**src/common/ipp_pkg.sv**
```systemverilog
// Package for the 24-line I/O-mapped parallel port: offsets, fields, types
package ipp_pkg;
    // I/O byte addresses of the eight locations; six are decoded, 8A/8B are not
    localparam logic [7:0] LOW_A_DATA_ADDR = 8'h80;
    localparam logic [7:0] LOW_A_CTRL_ADDR = 8'h81;
    localparam logic [7:0] LOW_B_DATA_ADDR = 8'h82;
    localparam logic [7:0] LOW_B_CTRL_ADDR = 8'h83;
    localparam logic [7:0] HIGH_A_DATA_ADDR = 8'h88;
    localparam logic [7:0] HIGH_A_CTRL_ADDR = 8'h89;
    localparam logic [7:0] HIGH_B_DATA_UNUSED_ADDR = 8'h8A;
    localparam logic [7:0] HIGH_B_CTRL_UNUSED_ADDR = 8'h8B;
    // Field position: control bit that selects data over direction
    localparam int CTRL_DATA_SEL_BIT = 2;
    // Reset values
    localparam logic [7:0] CTRL_RESET = 8'h00;
    localparam logic [7:0] DIR_RESET = 8'h00;
    localparam logic [7:0] OUT_RESET = 8'hFF;
    localparam logic [7:0] RDATA_RESET = 8'h00;
    // Answer on a read that hits no decoded location
    localparam logic [7:0] UNMAPPED_READ = 8'hFF;
    // Port count and lines per port
    localparam int NUM_PORTS = 3;
    localparam int PORT_WIDTH = 8;
    localparam int NUM_LINES = NUM_PORTS * PORT_WIDTH;

    // One I/O-space bus request from the host
    typedef struct packed {
        logic [7:0] addr;
        logic [7:0] wdata;
        logic io_wr;
        logic io_rd;
    } ipp_io_req_t;

    // Pin group for the 24 lines
    typedef struct packed {
        logic [NUM_LINES-1:0] level;
        logic [NUM_LINES-1:0] enable;
    } ipp_pins_t;
endpackage : ipp_pkg

```
**src/ipp_parallel_port.sv**
```systemverilog
// Top module: 24-line I/O-mapped parallel port with three 8-bit ports
//
// Behaviour
// - 24 lines, each senses or drives
// - Lower adapter: ports A,B at 80-83
// - Upper adapter: port A at 88-89
// - Upper port B absent, 8A/8B undefined
// - No handshake or interrupt lines exposed
// - Decode data/control for each port
// - Control cleared: data address sets direction
// - Direction held per line
// - Data read gives lines, write drives
// - Registers in I/O space, not memory
// - Output lines active low at modules
//
// Port 0 is lower adapter port A (lines 7:0), port 1 its port B (lines 15:8),
// port 2 upper adapter port A (lines 23:16); upper port B has no lines at all.
// Control bit 2 steers each data location to the direction byte or to the latch.
// Writes act at the strobe edge; the read answer is registered and stands until
// the next read strobe, so the host takes it one cycle after its read.
// Limitation: an output bit reads back its latch, not its pin, so a line pulled
// against its driver outside is not seen; this keeps reads free of pin noise.
// Trade-off: control keeps the whole byte although only bit 2 acts here.
`timescale 1ns/10ps
module ipp_parallel_port (
    input wire logic clock,
    input wire logic arst_n,
    input wire ipp_pkg::ipp_io_req_t io_req,
    output logic [7:0] io_rdata,
    input wire logic [ipp_pkg::NUM_LINES-1:0] line_in,
    output logic [ipp_pkg::NUM_LINES-1:0] line_out,
    output logic [ipp_pkg::NUM_LINES-1:0] line_oe
);
    localparam int NP = ipp_pkg::NUM_PORTS;
    localparam int W = ipp_pkg::PORT_WIDTH;

    // Data address of port p (0 low A, 1 low B, 2 high A)
    function automatic logic [7:0] data_addr(input int p);
        case (p)
            0: data_addr = ipp_pkg::LOW_A_DATA_ADDR;
            1: data_addr = ipp_pkg::LOW_B_DATA_ADDR;
            default: data_addr = ipp_pkg::HIGH_A_DATA_ADDR;
        endcase
    endfunction

    // Control address of port p
    function automatic logic [7:0] ctrl_addr(input int p);
        case (p)
            0: ctrl_addr = ipp_pkg::LOW_A_CTRL_ADDR;
            1: ctrl_addr = ipp_pkg::LOW_B_CTRL_ADDR;
            default: ctrl_addr = ipp_pkg::HIGH_A_CTRL_ADDR;
        endcase
    endfunction

    // Per-port register state
    logic [W-1:0] ctrl_reg [NP];
    logic [W-1:0] dir_reg [NP];
    logic [W-1:0] out_reg [NP];
    // Per-port read candidates and hits
    logic [W-1:0] port_rdata [NP];
    logic [NP-1:0] rd_hit;
    logic [7:0] rdata_next;

    genvar p;
    generate
        for (p = 0; p < NP; p++) begin : g_port
            // Decode of this port's two locations
            wire hit_data = (io_req.addr == data_addr(p));
            wire hit_ctrl = (io_req.addr == ctrl_addr(p));
            wire sel_data = ctrl_reg[p][ipp_pkg::CTRL_DATA_SEL_BIT];
            wire wr_ctrl = io_req.io_wr && hit_ctrl;
            wire wr_dir = io_req.io_wr && hit_data && !sel_data;
            wire wr_out = io_req.io_wr && hit_data && sel_data;
            // Lines read back: driven lines show the latch, inputs the pin
            wire [W-1:0] line_state =
                (dir_reg[p] & out_reg[p]) | (~dir_reg[p] & line_in[p*W +: W]);

            // Control and direction registers, cleared on reset
            // Reset clears configuration
            always_ff @(posedge clock or negedge arst_n) begin
                if (!arst_n) begin
                    ctrl_reg[p] <= ipp_pkg::CTRL_RESET;
                    dir_reg[p] <= ipp_pkg::DIR_RESET;
                end else begin
                    // Control takes any byte; only bit 2 has an effect here
                    if (wr_ctrl) begin
                        ctrl_reg[p] <= io_req.wdata;
                    end
                    if (wr_dir) begin
                        dir_reg[p] <= io_req.wdata;
                    end
                end
            end

            // Output latch; resets high so modules start off
            // High level means module off
            always_ff @(posedge clock or negedge arst_n) begin
                if (!arst_n) begin
                    out_reg[p] <= ipp_pkg::OUT_RESET;
                end else if (wr_out) begin
                    out_reg[p] <= io_req.wdata;
                end
            end

            // Read mux for this port
            assign port_rdata[p] = hit_ctrl ? ctrl_reg[p] :
                                   (sel_data ? line_state : dir_reg[p]);
            assign rd_hit[p] = hit_data || hit_ctrl;

            // Each line drives when its direction bit is set
            assign line_out[p*W +: W] = out_reg[p];
            assign line_oe[p*W +: W] = dir_reg[p];
        end
    endgenerate

    // Read data select; 8A/8B and other addresses answer a fixed value
    // Upper port B unmapped
    always_comb begin
        // A miss answers the fixed value; a real hit overrides it
        rdata_next = ipp_pkg::UNMAPPED_READ;
        // Port locations are disjoint, so at most one hit is ever set
        for (int i = 0; i < NP; i++) begin
            if (rd_hit[i]) begin
                rdata_next = port_rdata[i];
            end
        end
    end

    // Registered read answer, valid the cycle after an I/O read strobe
    // Read on I/O read cycle
    always_ff @(posedge clock or negedge arst_n) begin
        if (!arst_n) begin
            // Reset answer
            io_rdata <= ipp_pkg::RDATA_RESET;
        end else if (io_req.io_rd) begin
            // Only a read strobe updates it, so the answer stands between reads
            io_rdata <= rdata_next;
        end
    end

    // No handshake or interrupt ports exist on this module
    // The adapters' strobe and interrupt pins stay open, so nothing drives them
    // and no event here can raise a request toward the host

    // Assertions: all but reset_clear_a watch outputs or ctrl_reg one cycle after the
    // strobe edge, since writes land at that edge and the read answer is registered.
    // The generate body is shared by all ports, so each check picks the port
    // where the scenario exercises that path.

    reset_clear_a: assert property (@(posedge clock) disable iff (!arst_n)
        $rose(arst_n) |-> line_oe == {ipp_pkg::NUM_PORTS{ipp_pkg::DIR_RESET}}
            && line_out == {ipp_pkg::NUM_PORTS{ipp_pkg::OUT_RESET}}
            && io_rdata == ipp_pkg::RDATA_RESET)
        else $error("state not clean after reset");

    dir_write_a: assert property (@(posedge clock) disable iff (!arst_n)
        (io_req.io_wr && io_req.addr == ipp_pkg::LOW_A_DATA_ADDR && !ctrl_reg[0][2])
        |=> line_oe[7:0] == $past(io_req.wdata))
        else $error("low A direction not taken");

    low_b_dir_a: assert property (@(posedge clock) disable iff (!arst_n)
        (io_req.io_wr && io_req.addr == ipp_pkg::LOW_B_DATA_ADDR && !ctrl_reg[1][2])
        |=> line_oe[15:8] == $past(io_req.wdata))
        else $error("low B direction not taken");

    high_dir_a: assert property (@(posedge clock) disable iff (!arst_n)
        (io_req.io_wr && io_req.addr == ipp_pkg::HIGH_A_DATA_ADDR && !ctrl_reg[2][2])
        |=> line_oe[23:16] == $past(io_req.wdata))
        else $error("high A direction not taken");

    out_write_a: assert property (@(posedge clock) disable iff (!arst_n)
        (io_req.io_wr && io_req.addr == ipp_pkg::LOW_B_DATA_ADDR && ctrl_reg[1][2])
        |=> line_out[15:8] == $past(io_req.wdata))
        else $error("low B output not taken");

    high_out_a: assert property (@(posedge clock) disable iff (!arst_n)
        (io_req.io_wr && io_req.addr == ipp_pkg::HIGH_A_DATA_ADDR && ctrl_reg[2][2])
        |=> line_out[23:16] == $past(io_req.wdata))
        else $error("high A output not taken");

    dir_hold_a: assert property (@(posedge clock) disable iff (!arst_n)
        (io_req.io_wr && io_req.addr == ipp_pkg::HIGH_A_DATA_ADDR && ctrl_reg[2][2])
        |=> $stable(line_oe[23:16]))
        else $error("high A direction changed in data mode");

    low_b_hold_a: assert property (@(posedge clock) disable iff (!arst_n)
        (io_req.io_wr && io_req.addr == ipp_pkg::LOW_B_DATA_ADDR && ctrl_reg[1][2])
        |=> $stable(line_oe[15:8]))
        else $error("low B direction changed in data mode");

    out_hold_a: assert property (@(posedge clock) disable iff (!arst_n)
        (io_req.io_wr && io_req.addr == ipp_pkg::LOW_A_DATA_ADDR && !ctrl_reg[0][2])
        |=> $stable(line_out[7:0]))
        else $error("low A output changed in direction mode");

    high_out_hold_a: assert property (@(posedge clock) disable iff (!arst_n)
        (io_req.io_wr && io_req.addr == ipp_pkg::HIGH_A_DATA_ADDR && !ctrl_reg[2][2])
        |=> $stable(line_out[23:16]))
        else $error("high A output changed in direction mode");

    // Control takes whole byte
    // Only bit 2 acts, but the host reads the full byte back
    ctrl_write_a: assert property (@(posedge clock) disable iff (!arst_n)
        (io_req.io_wr && io_req.addr == ipp_pkg::LOW_B_CTRL_ADDR)
        |=> ctrl_reg[1] == $past(io_req.wdata))
        else $error("low B control not taken");

    ctrl_read_a: assert property (@(posedge clock) disable iff (!arst_n)
        (io_req.io_rd && io_req.addr == ipp_pkg::HIGH_A_CTRL_ADDR)
        |=> io_rdata == $past(ctrl_reg[2]))
        else $error("control readback wrong");

    dir_read_a: assert property (@(posedge clock) disable iff (!arst_n)
        (io_req.io_rd && io_req.addr == ipp_pkg::LOW_A_DATA_ADDR && !ctrl_reg[0][2])
        |=> io_rdata == $past(line_oe[7:0]))
        else $error("low A direction read wrong");

    input_read_a: assert property (@(posedge clock) disable iff (!arst_n)
        (io_req.io_rd && io_req.addr == ipp_pkg::LOW_A_DATA_ADDR && ctrl_reg[0][2]
         && line_oe[0] == 1'b0)
        |=> io_rdata[0] == $past(line_in[0]))
        else $error("input line not read back");

    // Mixed lines read back
    // Driven bits show the latch, the others the pin
    data_read_a: assert property (@(posedge clock) disable iff (!arst_n)
        (io_req.io_rd && io_req.addr == ipp_pkg::LOW_B_DATA_ADDR && ctrl_reg[1][2])
        |=> io_rdata == $past((line_oe[15:8] & line_out[15:8])
            | (~line_oe[15:8] & line_in[15:8])))
        else $error("low B line read wrong");

    // Read answer stands
    // The host may take the byte late, so it must hold between reads
    rdata_hold_a: assert property (@(posedge clock) disable iff (!arst_n)
        !io_req.io_rd |=> $stable(io_rdata))
        else $error("read answer changed without read");

    unused_read_a: assert property (@(posedge clock) disable iff (!arst_n)
        (io_req.io_rd && io_req.addr == ipp_pkg::HIGH_B_DATA_UNUSED_ADDR)
        |=> io_rdata == ipp_pkg::UNMAPPED_READ)
        else $error("unused location read not fixed");

    unused_ctrl_a: assert property (@(posedge clock) disable iff (!arst_n)
        (io_req.io_rd && io_req.addr == ipp_pkg::HIGH_B_CTRL_UNUSED_ADDR)
        |=> io_rdata == ipp_pkg::UNMAPPED_READ)
        else $error("unused control read not fixed");

    no_strobe_a: assert property (@(posedge clock) disable iff (!arst_n)
        !io_req.io_wr |=> $stable(line_oe) && $stable(line_out))
        else $error("lines changed without write");

    unused_write_a: assert property (@(posedge clock) disable iff (!arst_n)
        (io_req.io_wr && (io_req.addr == ipp_pkg::HIGH_B_DATA_UNUSED_ADDR
            || io_req.addr == ipp_pkg::HIGH_B_CTRL_UNUSED_ADDR))
        |=> $stable(line_oe) && $stable(line_out))
        else $error("unused write changed state");

    // Main scenarios
    // Full three-step set-up of low A
    init_seq_c: cover property (@(posedge clock) disable iff (!arst_n)
        (io_req.io_wr && io_req.addr == ipp_pkg::LOW_A_CTRL_ADDR && io_req.wdata == 8'h00)
        ##1 (io_req.io_wr && io_req.addr == ipp_pkg::LOW_A_DATA_ADDR)
        ##1 (io_req.io_wr && io_req.addr == ipp_pkg::LOW_A_CTRL_ADDR
             && io_req.wdata == 8'h34));
    // Two lowest lines driven and on
    drive_c: cover property (@(posedge clock) disable iff (!arst_n)
        line_oe[1:0] == 2'h3 && line_out[1:0] == 2'h0);
    // Data read of the upper adapter
    high_read_c: cover property (@(posedge clock) disable iff (!arst_n)
        io_req.io_rd && io_req.addr == ipp_pkg::HIGH_A_DATA_ADDR && ctrl_reg[2][2]);
    // Mixed directions within one port
    dir_mix_c: cover property (@(posedge clock) disable iff (!arst_n)
        line_oe[7:0] == 8'hF0);
    // Read of the unused control location
    unused_ctrl_c: cover property (@(posedge clock) disable iff (!arst_n)
        io_req.io_rd && io_req.addr == ipp_pkg::HIGH_B_CTRL_UNUSED_ADDR);
endmodule // ipp_parallel_port

```
**config.mk**
```make
export PLATFORM = sky130hd
export DESIGN_NAME = ipp_parallel_port
export DESIGN_NICKNAME = d
export VERILOG_FILES = /design/src/common/ipp_pkg.sv /design/src/ipp_parallel_port.sv
export SDC_FILE = /design/constraint.sdc
export NUM_CORES = 1
export LEC_CHECK = 0
export BUFFER_PORTS_ARGS = -buffer_cell sky130_fd_sc_hd__buf_2
export CAP_MARGIN = 0
export CORE_MARGIN = 4
export CORE_UTILIZATION = 35
export CTS_CLUSTER_DIAMETER = 150
export DETAILED_ROUTE_END_ITERATION = 10
export PLACE_DENSITY = 0.61
export SYNTH_ARGS = -nofsm -noshare
export SYNTH_HDL_FRONTEND = slang
export SYNTH_SLANG_ARGS = --single-unit
```
**constraint.sdc**
```tcl
create_clock -name clock -period 2.5 [get_ports clock]
set_clock_uncertainty 0.2 [all_clocks]
set_input_delay 0.125 -clock clock [delete_from_list [all_inputs] [get_ports clock]]
set_output_delay 0.125 -clock clock [all_outputs]
set_load 0.01 [all_outputs]
```
==> metrics.cfg, run 1 <==
[outcome]
status=complete, no violations

[synth]
synth_top_area_frac=0.3671
synth_top_family_by_area=multiplexers
yosys_register_bits=80
netlist_area_sq_um=3817
yosysWarnings=0
synth_edf_count=0
synthArstFlopShare=1.000
synth_fa_ha_area_frac=0
synth.distinct_cells=35
synthFlopType=dfrtp_1
synth_area_leader_cell=dfrtp_1
ys_seq_area_frac=0.5323
synthesis.nets=355
postSynthCellCount=311
synth_xor_area_frac=0
synth_compound_area_frac=0.1069
synth-simple-area-share=0.09538
synthMuxAreaShare=0.2360
syn_avg_cell_area_sq_um=12.27
synthTopCellsByArea=dfrtp_1, mux2_2, dfstp_2, a21oi_1, mux4_2

[finish]
nFillCells=991
final_cell_mix=buf_2, mux2_2, dfrtp_1
final_cells=566
area_growth_pct=26.45
final_common_cell=buf_2
final_nets=469
drive_above_1_share=0.5395
diodes=0

[cts]
ctsResizeCount=0
cts_tree=built
clock_sinks=80
cts_buffer_depth=2
cts_buffers=9
clk_pin_slew_ns=0.09
clk_latency_ns=0.36
cts_setup_buffers=0
htree_levels=3
cts-root-buf=clkbuf_8

[worst_setup_path]
path_cells=inv_1 > nand4_2 > mux2_2
worstPathArrival_ns=2.08
r2r_start=ctrl_reg[2]
cp_slowest_cell=dfrtp_1
path_class=reg -> reg
worst-path-max-fanout=15
startpoint=ctrl_reg[2]
worst_setup_path_end_kind=flop
crit_buf_inv=1
cpLargestDelayFamily=flip-flops
startpoint_type=flop
slowest_delay_ns=0.74
required_ns=2.54

[power_and_ir_drop]
powerDensity_nw_per_um2=566.3
p_leak_nw=2.309
vdd_drop_max_mv=0.3274

[detailed_routing]
dr.pass1.iters=5
routed_wl_um=10430
drc=0
vias=2958
vias_per_cell=5.226
drt-initial-drc-count=150
wl_per_cell_um=18.43
antenna_left=0

[placement]
dpl.cell_count=540
place_ws_ns=0.2677
hpwl_um=7682
globalplace.congestion=0.7980
portBuffers=99

[global_route]
overflow=0
grt_pass1_wl_um=16620
grt_max_degree=46
track_usage=0.1672
antenna_found_initial=0
first_global_vias=3099

[floorplan]
die_h_um=112.4
fp.dieW_um=112.4
rows=37
dieArea_sq_um=12640
top_level_ports=100
start_util=0.3649
core-area_sq_um=10460

[timing]
finalSetupViolCount=0
tightest_slew_ns=0.6069
slew-limit-headroom=0.5954
holdWs_ns=0.05213
finalWorstSetupSlack_ns=0.4644
fmax_mhz=491.3
setup_tns_ns=0
hold_viol_final=0
rsz0062_at_grt=false
slew_violations=0
fin_crit_ns=2.036
fin_crit_sh=0.8142

[run]
max_cap_viol_count=0

[worst_hold_path]
hp-class=in -> reg
min_from=line_in[17]

==> cells in the mapped netlist (2+ instances only) <==
| master | count |
|---|---|
| a211oi_1 | 4 |
| a21oi_1 | 25 |
| a311oi_1 | 4 |
| a31oi_1 | 9 |
| and3b_1 | 3 |
| buf_1 | 5 |
| clkbuf_1 | 8 |
| dfrtp_1 | 56 |
| dfstp_2 | 24 |
| inv_1 | 17 |
| mux2_2 | 72 |
| mux4_2 | 4 |
| nand2_1 | 17 |
| nand3_1 | 3 |
| nand3b_1 | 6 |
| nand4_1 | 2 |
| nand4_2 | 3 |
| nor2_1 | 8 |
| nor2_2 | 2 |
| nor2b_1 | 6 |
| o21ai_0 | 7 |
| o22ai_1 | 11 |
| o31ai_1 | 3 |
==> what timing repair did <==
action                                  CTS  global route
hold buffers                             10             0
endpoints found under the setup margin    0             0
endpoints found under the hold margin   141             0
==> power breakdown <==
group / internal, mW / switching [mW]
sequential: 1.34 / 0.0386
clock: 0.573 / 0.518
combinational: 0.123 / 0.146
total: 2.03 / 0.702
==> area by class of cell <==
class | instances | area, sq um | area share
inverter | 17 | 63.81 | 0.01322
multi-input combinational | 201 | 1673 | 0.3466
clock buffer | 9 | 123.9 | 0.02566
sequential | 80 | 2032 | 0.4209
clock inverter | 7 | 101.3 | 0.02100
tap | 136 | 170.2 | 0.03525
timing repair buffer | 116 | 663.1 | 0.1374
==> metal layers <==
metal  wire length [um]  global-route usage  share of wire  vias to the layer above
li1                   -                   -              -                     1375
met1               4635              0.2229           0.44                     1501
met2               5077              0.2733           0.49                       70
met3                599             0.04259          0.057                       12
met4                118             0.04167          0.011                        0
met5                  0                   0              0                        -
==> through the flow <==
step | util | area [sq um] | total power, mW
floorplan | - | 3817 | 1.509
global placement | 0.4303 | 4502 | 1.651
detailed placement | 0.4303 | 4502 | 1.657
CTS | 0.4614 | 4827 | 2.754
global route | 0.4614 | 4827 | 2.844
finish | 0.4614 | 4827 | 2.734
==> final timing paths <==
path	endpoint	slack (ns)	cells after the start
max in group asynchronous	line_out[14]	1.35	3
min in group asynchronous	ctrl_reg[17]	0.07	2
setup / recovery	line_oe[19]	0.46	3
hold reg to reg	ctrl_reg[7]	0.31	1
hold / removal	io_rdata[1]	0.05	5
setup reg to reg	line_oe[19]	0.46	3
==> tightest hold or removal path: cells and delay by family <==
family                 cells  cell delay (ns)
AOI/OAI and AO/OA          3             0.27
buffers and inverters      1             0.10
and+or+nand+nor            1             0.07
==> logic make-up after synthesis <==
group	count (synthesis)
buffers and inverters	30
AND/OR/NAND/NOR	58
flip-flops	80
AO/OA/AOI/OAI	67
multiplexers	76
(Power assumes the default switching activity.)
==> run 2, diff against run 1 <==
ABC_AREA = 1   (was unset)
PLACE_DENSITY = 0.6   (was 0.61)
clock period = 2.1 ns   (was 2.5 ns; I/O delays follow)
==> metrics.cfg, run 2 <==
[placement]
hpwl_um=8987
globalplace.congestion=0.9110
portBuffers=99
place_ws_ns=0.2726
placed_area_sq_um=4619

[worst_hold_path]
hp-class=in -> reg
whs_path_depth=3

[detailed_routing]
wl_per_cell_um=16.02
drc=0
vias=3732
antenna_left=0
routed_wl_um=11970
drt-initial-drc-count=201
dr.pass1.iters=6
vias_per_cell=4.996

[cts]
htree_levels=3
cts_tree=built
clk_latency_ns=0.34
cts_buffer_depth=2
cts-root-buf=clkbuf_16
cts_buffers=9
clk_pin_slew_ns=0.06
cts_setup_buffers=0
clock_sinks=80

[worst_setup_path]
r2r.worst_path.cells=7
startpoint=ctrl_reg[10]
r2r_start=ctrl_reg[10]
worst_setup_path_end_kind=flop
required_ns=2.12
path_class=reg -> reg
critical_path.endpoint=io_rdata[0]
worst-path-max-fanout=15
startpoint_type=flop
timing.rr.end=io_rdata[0]
worstPathArrival_ns=1.86
reg2reg_slack_ns=0.26

[finish]
diodes=0
final_util=0.4478
final_nets=646
nFillCells=1127
final_common_cell=nand2_1
drive_above_1_share=0.2669
final_cell_mix=nand2_1, buf_2, o21ai_0
fin_area_sq_um=4940
area_growth_pct=22.68

[timing]
fmax_mhz=544.4
tightest_slew_ns=0.5337
finalWorstSetupSlack_ns=0.2632
slew-limit-headroom=0.6442
slew_violations=0
setup_tns_ns=0
rsz0062_at_grt=false
finalSetupViolCount=0
hold_viol_final=0
fin_crit_sh=0.8747
fin_crit_ns=1.837

[synth]
synthTopCellsByArea=dfrtp_1, dfstp_2, nand2_1, o21ai_0, inv_1
synthArstFlopShare=1.000
yosys_register_bits=80
yosysMostFrequentCell=nand2_1
synth_common_cells=nand2_1, o21ai_0, dfrtp_1, inv_1, nor2_1
synth_top_area_frac=0.3480
synth_edf_count=0
synthFlopType=dfrtp_1
postSynthCellCount=503
syn_avg_cell_area_sq_um=8.005
netlist_area_sq_um=4026
ys_seq_area_frac=0.5047
synthesis.nets=547
synth.distinct_cells=27
yosysWarnings=0
synth_area_leader_cell=dfrtp_1

[power_and_ir_drop]
powerDensity_nw_per_um2=712.4
vdd_drop_max_mv=0.3139
p_leak_nw=2.388

[global_route]
overflow=0
grt_max_degree=33
first_global_vias=3538
track_usage=0.1860
antenna_found_initial=0
grt_pass1_wl_um=18780

[outcome]
status=complete, no violations

[floorplan]
core-area_sq_um=11030
rows=38
die_h_um=115.3
fp.dieW_um=115.3
top_level_ports=100
dieArea_sq_um=13280
start_util=0.3650

[run]
max_cap_viol_count=0

[run 2: cell types whose count changed after synthesis, sizes merged, moves of 6 or more]
| cell | previous run | this run |
|---|---|---|
| inv | 17 | 50 |
| o22ai | 11 | 5 |
| nor2b | 6 | 0 |
| buf | 5 | 13 |
| a31oi | 9 | 0 |
| nand2 | 17 | 168 |
| o21ai | 7 | 92 |
| nor2 | 11 | 33 |
| mux2 | 72 | 0 |
| nand3 | 4 | 35 |
| a21oi | 25 | 14 |
[run 2: metrics by stage]
stage	hold slack (ns)	power, mW	cells
finish	0.01999	3.519	747
global placement	-0.1185	1.964	729
global route	0.05847	3.649	747
detailed placement	-0.1152	1.969	729
CTS	0.02644	3.548	747
floorplan	-0.3906	1.799	503
[run 2: how the worst min path moves through the flow]
stage / startpoint / end / slack (ns)
6_report: io_req[4] / ctrl_reg[10] / 0.02
4_1_cts: io_req[4] / ctrl_reg[10] / 0.03
2_1_floorplan: arst_n / ctrl_reg[0] / -0.39
3_5_place_dp: arst_n / line_oe[4] / -0.12
3_3_place_gp: arst_n / line_oe[4] / -0.12
5_1_grt: io_req[8] / ctrl_reg[14] / 0.06
[run 2: cells by family (layout without fill, tap and decap cells)]
logic type	after synthesis	in the layout	share of synthesized area
AOI/OAI and AO/OA	118	118	0.1526
DFF	80	80	0.5047
and+or+nand+nor	239	239	0.2676
buffers and inverters	66	170	0.07520
[run 2: where the power goes]
part | internal (mW) | total, mW | switching (mW)
clock | 0.956 | 1.58 | 0.622
sequential | 1.59 | 1.64 | 0.0493
combinational | 0.105 | 0.299 | 0.194
total | 2.65 | 3.52 | 0.866
[run 2: what timing repair did]
| item | CTS | global route |
|---|---|---|
| hold buffers | 2 | 0 |
| resized for setup | 0 | 0 |
| endpoints found under the hold margin | 71 | 0 |
[run 2: cell type report]
type	count	area, sq um	area share
multi-input combinational	357	1692	0.3425
tap	140	175.2	0.03546
clock inverter	4	53.80	0.01089
timing repair buffer	104	553.0	0.1120
clock buffer	12	246.5	0.04990
inverter	50	187.7	0.03799
sequential	80	2032	0.4113
[run 2: metal layers]
layer  vias to the layer above  share of wire  global-route usage  routed length [um]
met5                         -              0                   0                   0
met4                         0          0.025             0.08529                 302
met3                        22          0.054             0.03053                 648
met2                       108           0.47              0.2851                5575
met1                      1773           0.45              0.2583                5441
li1                       1829              -                   -                   -
[run 2: critical path, stage by stage, from the launching register on]
cell     delay, ns
dfrtp_1       0.66
inv_1         0.21
o21ai_0       0.19
o21ai_0       0.13
nand2_1       0.08
nand3_1       0.08
nand3_1       0.10
a21oi_1       0.08
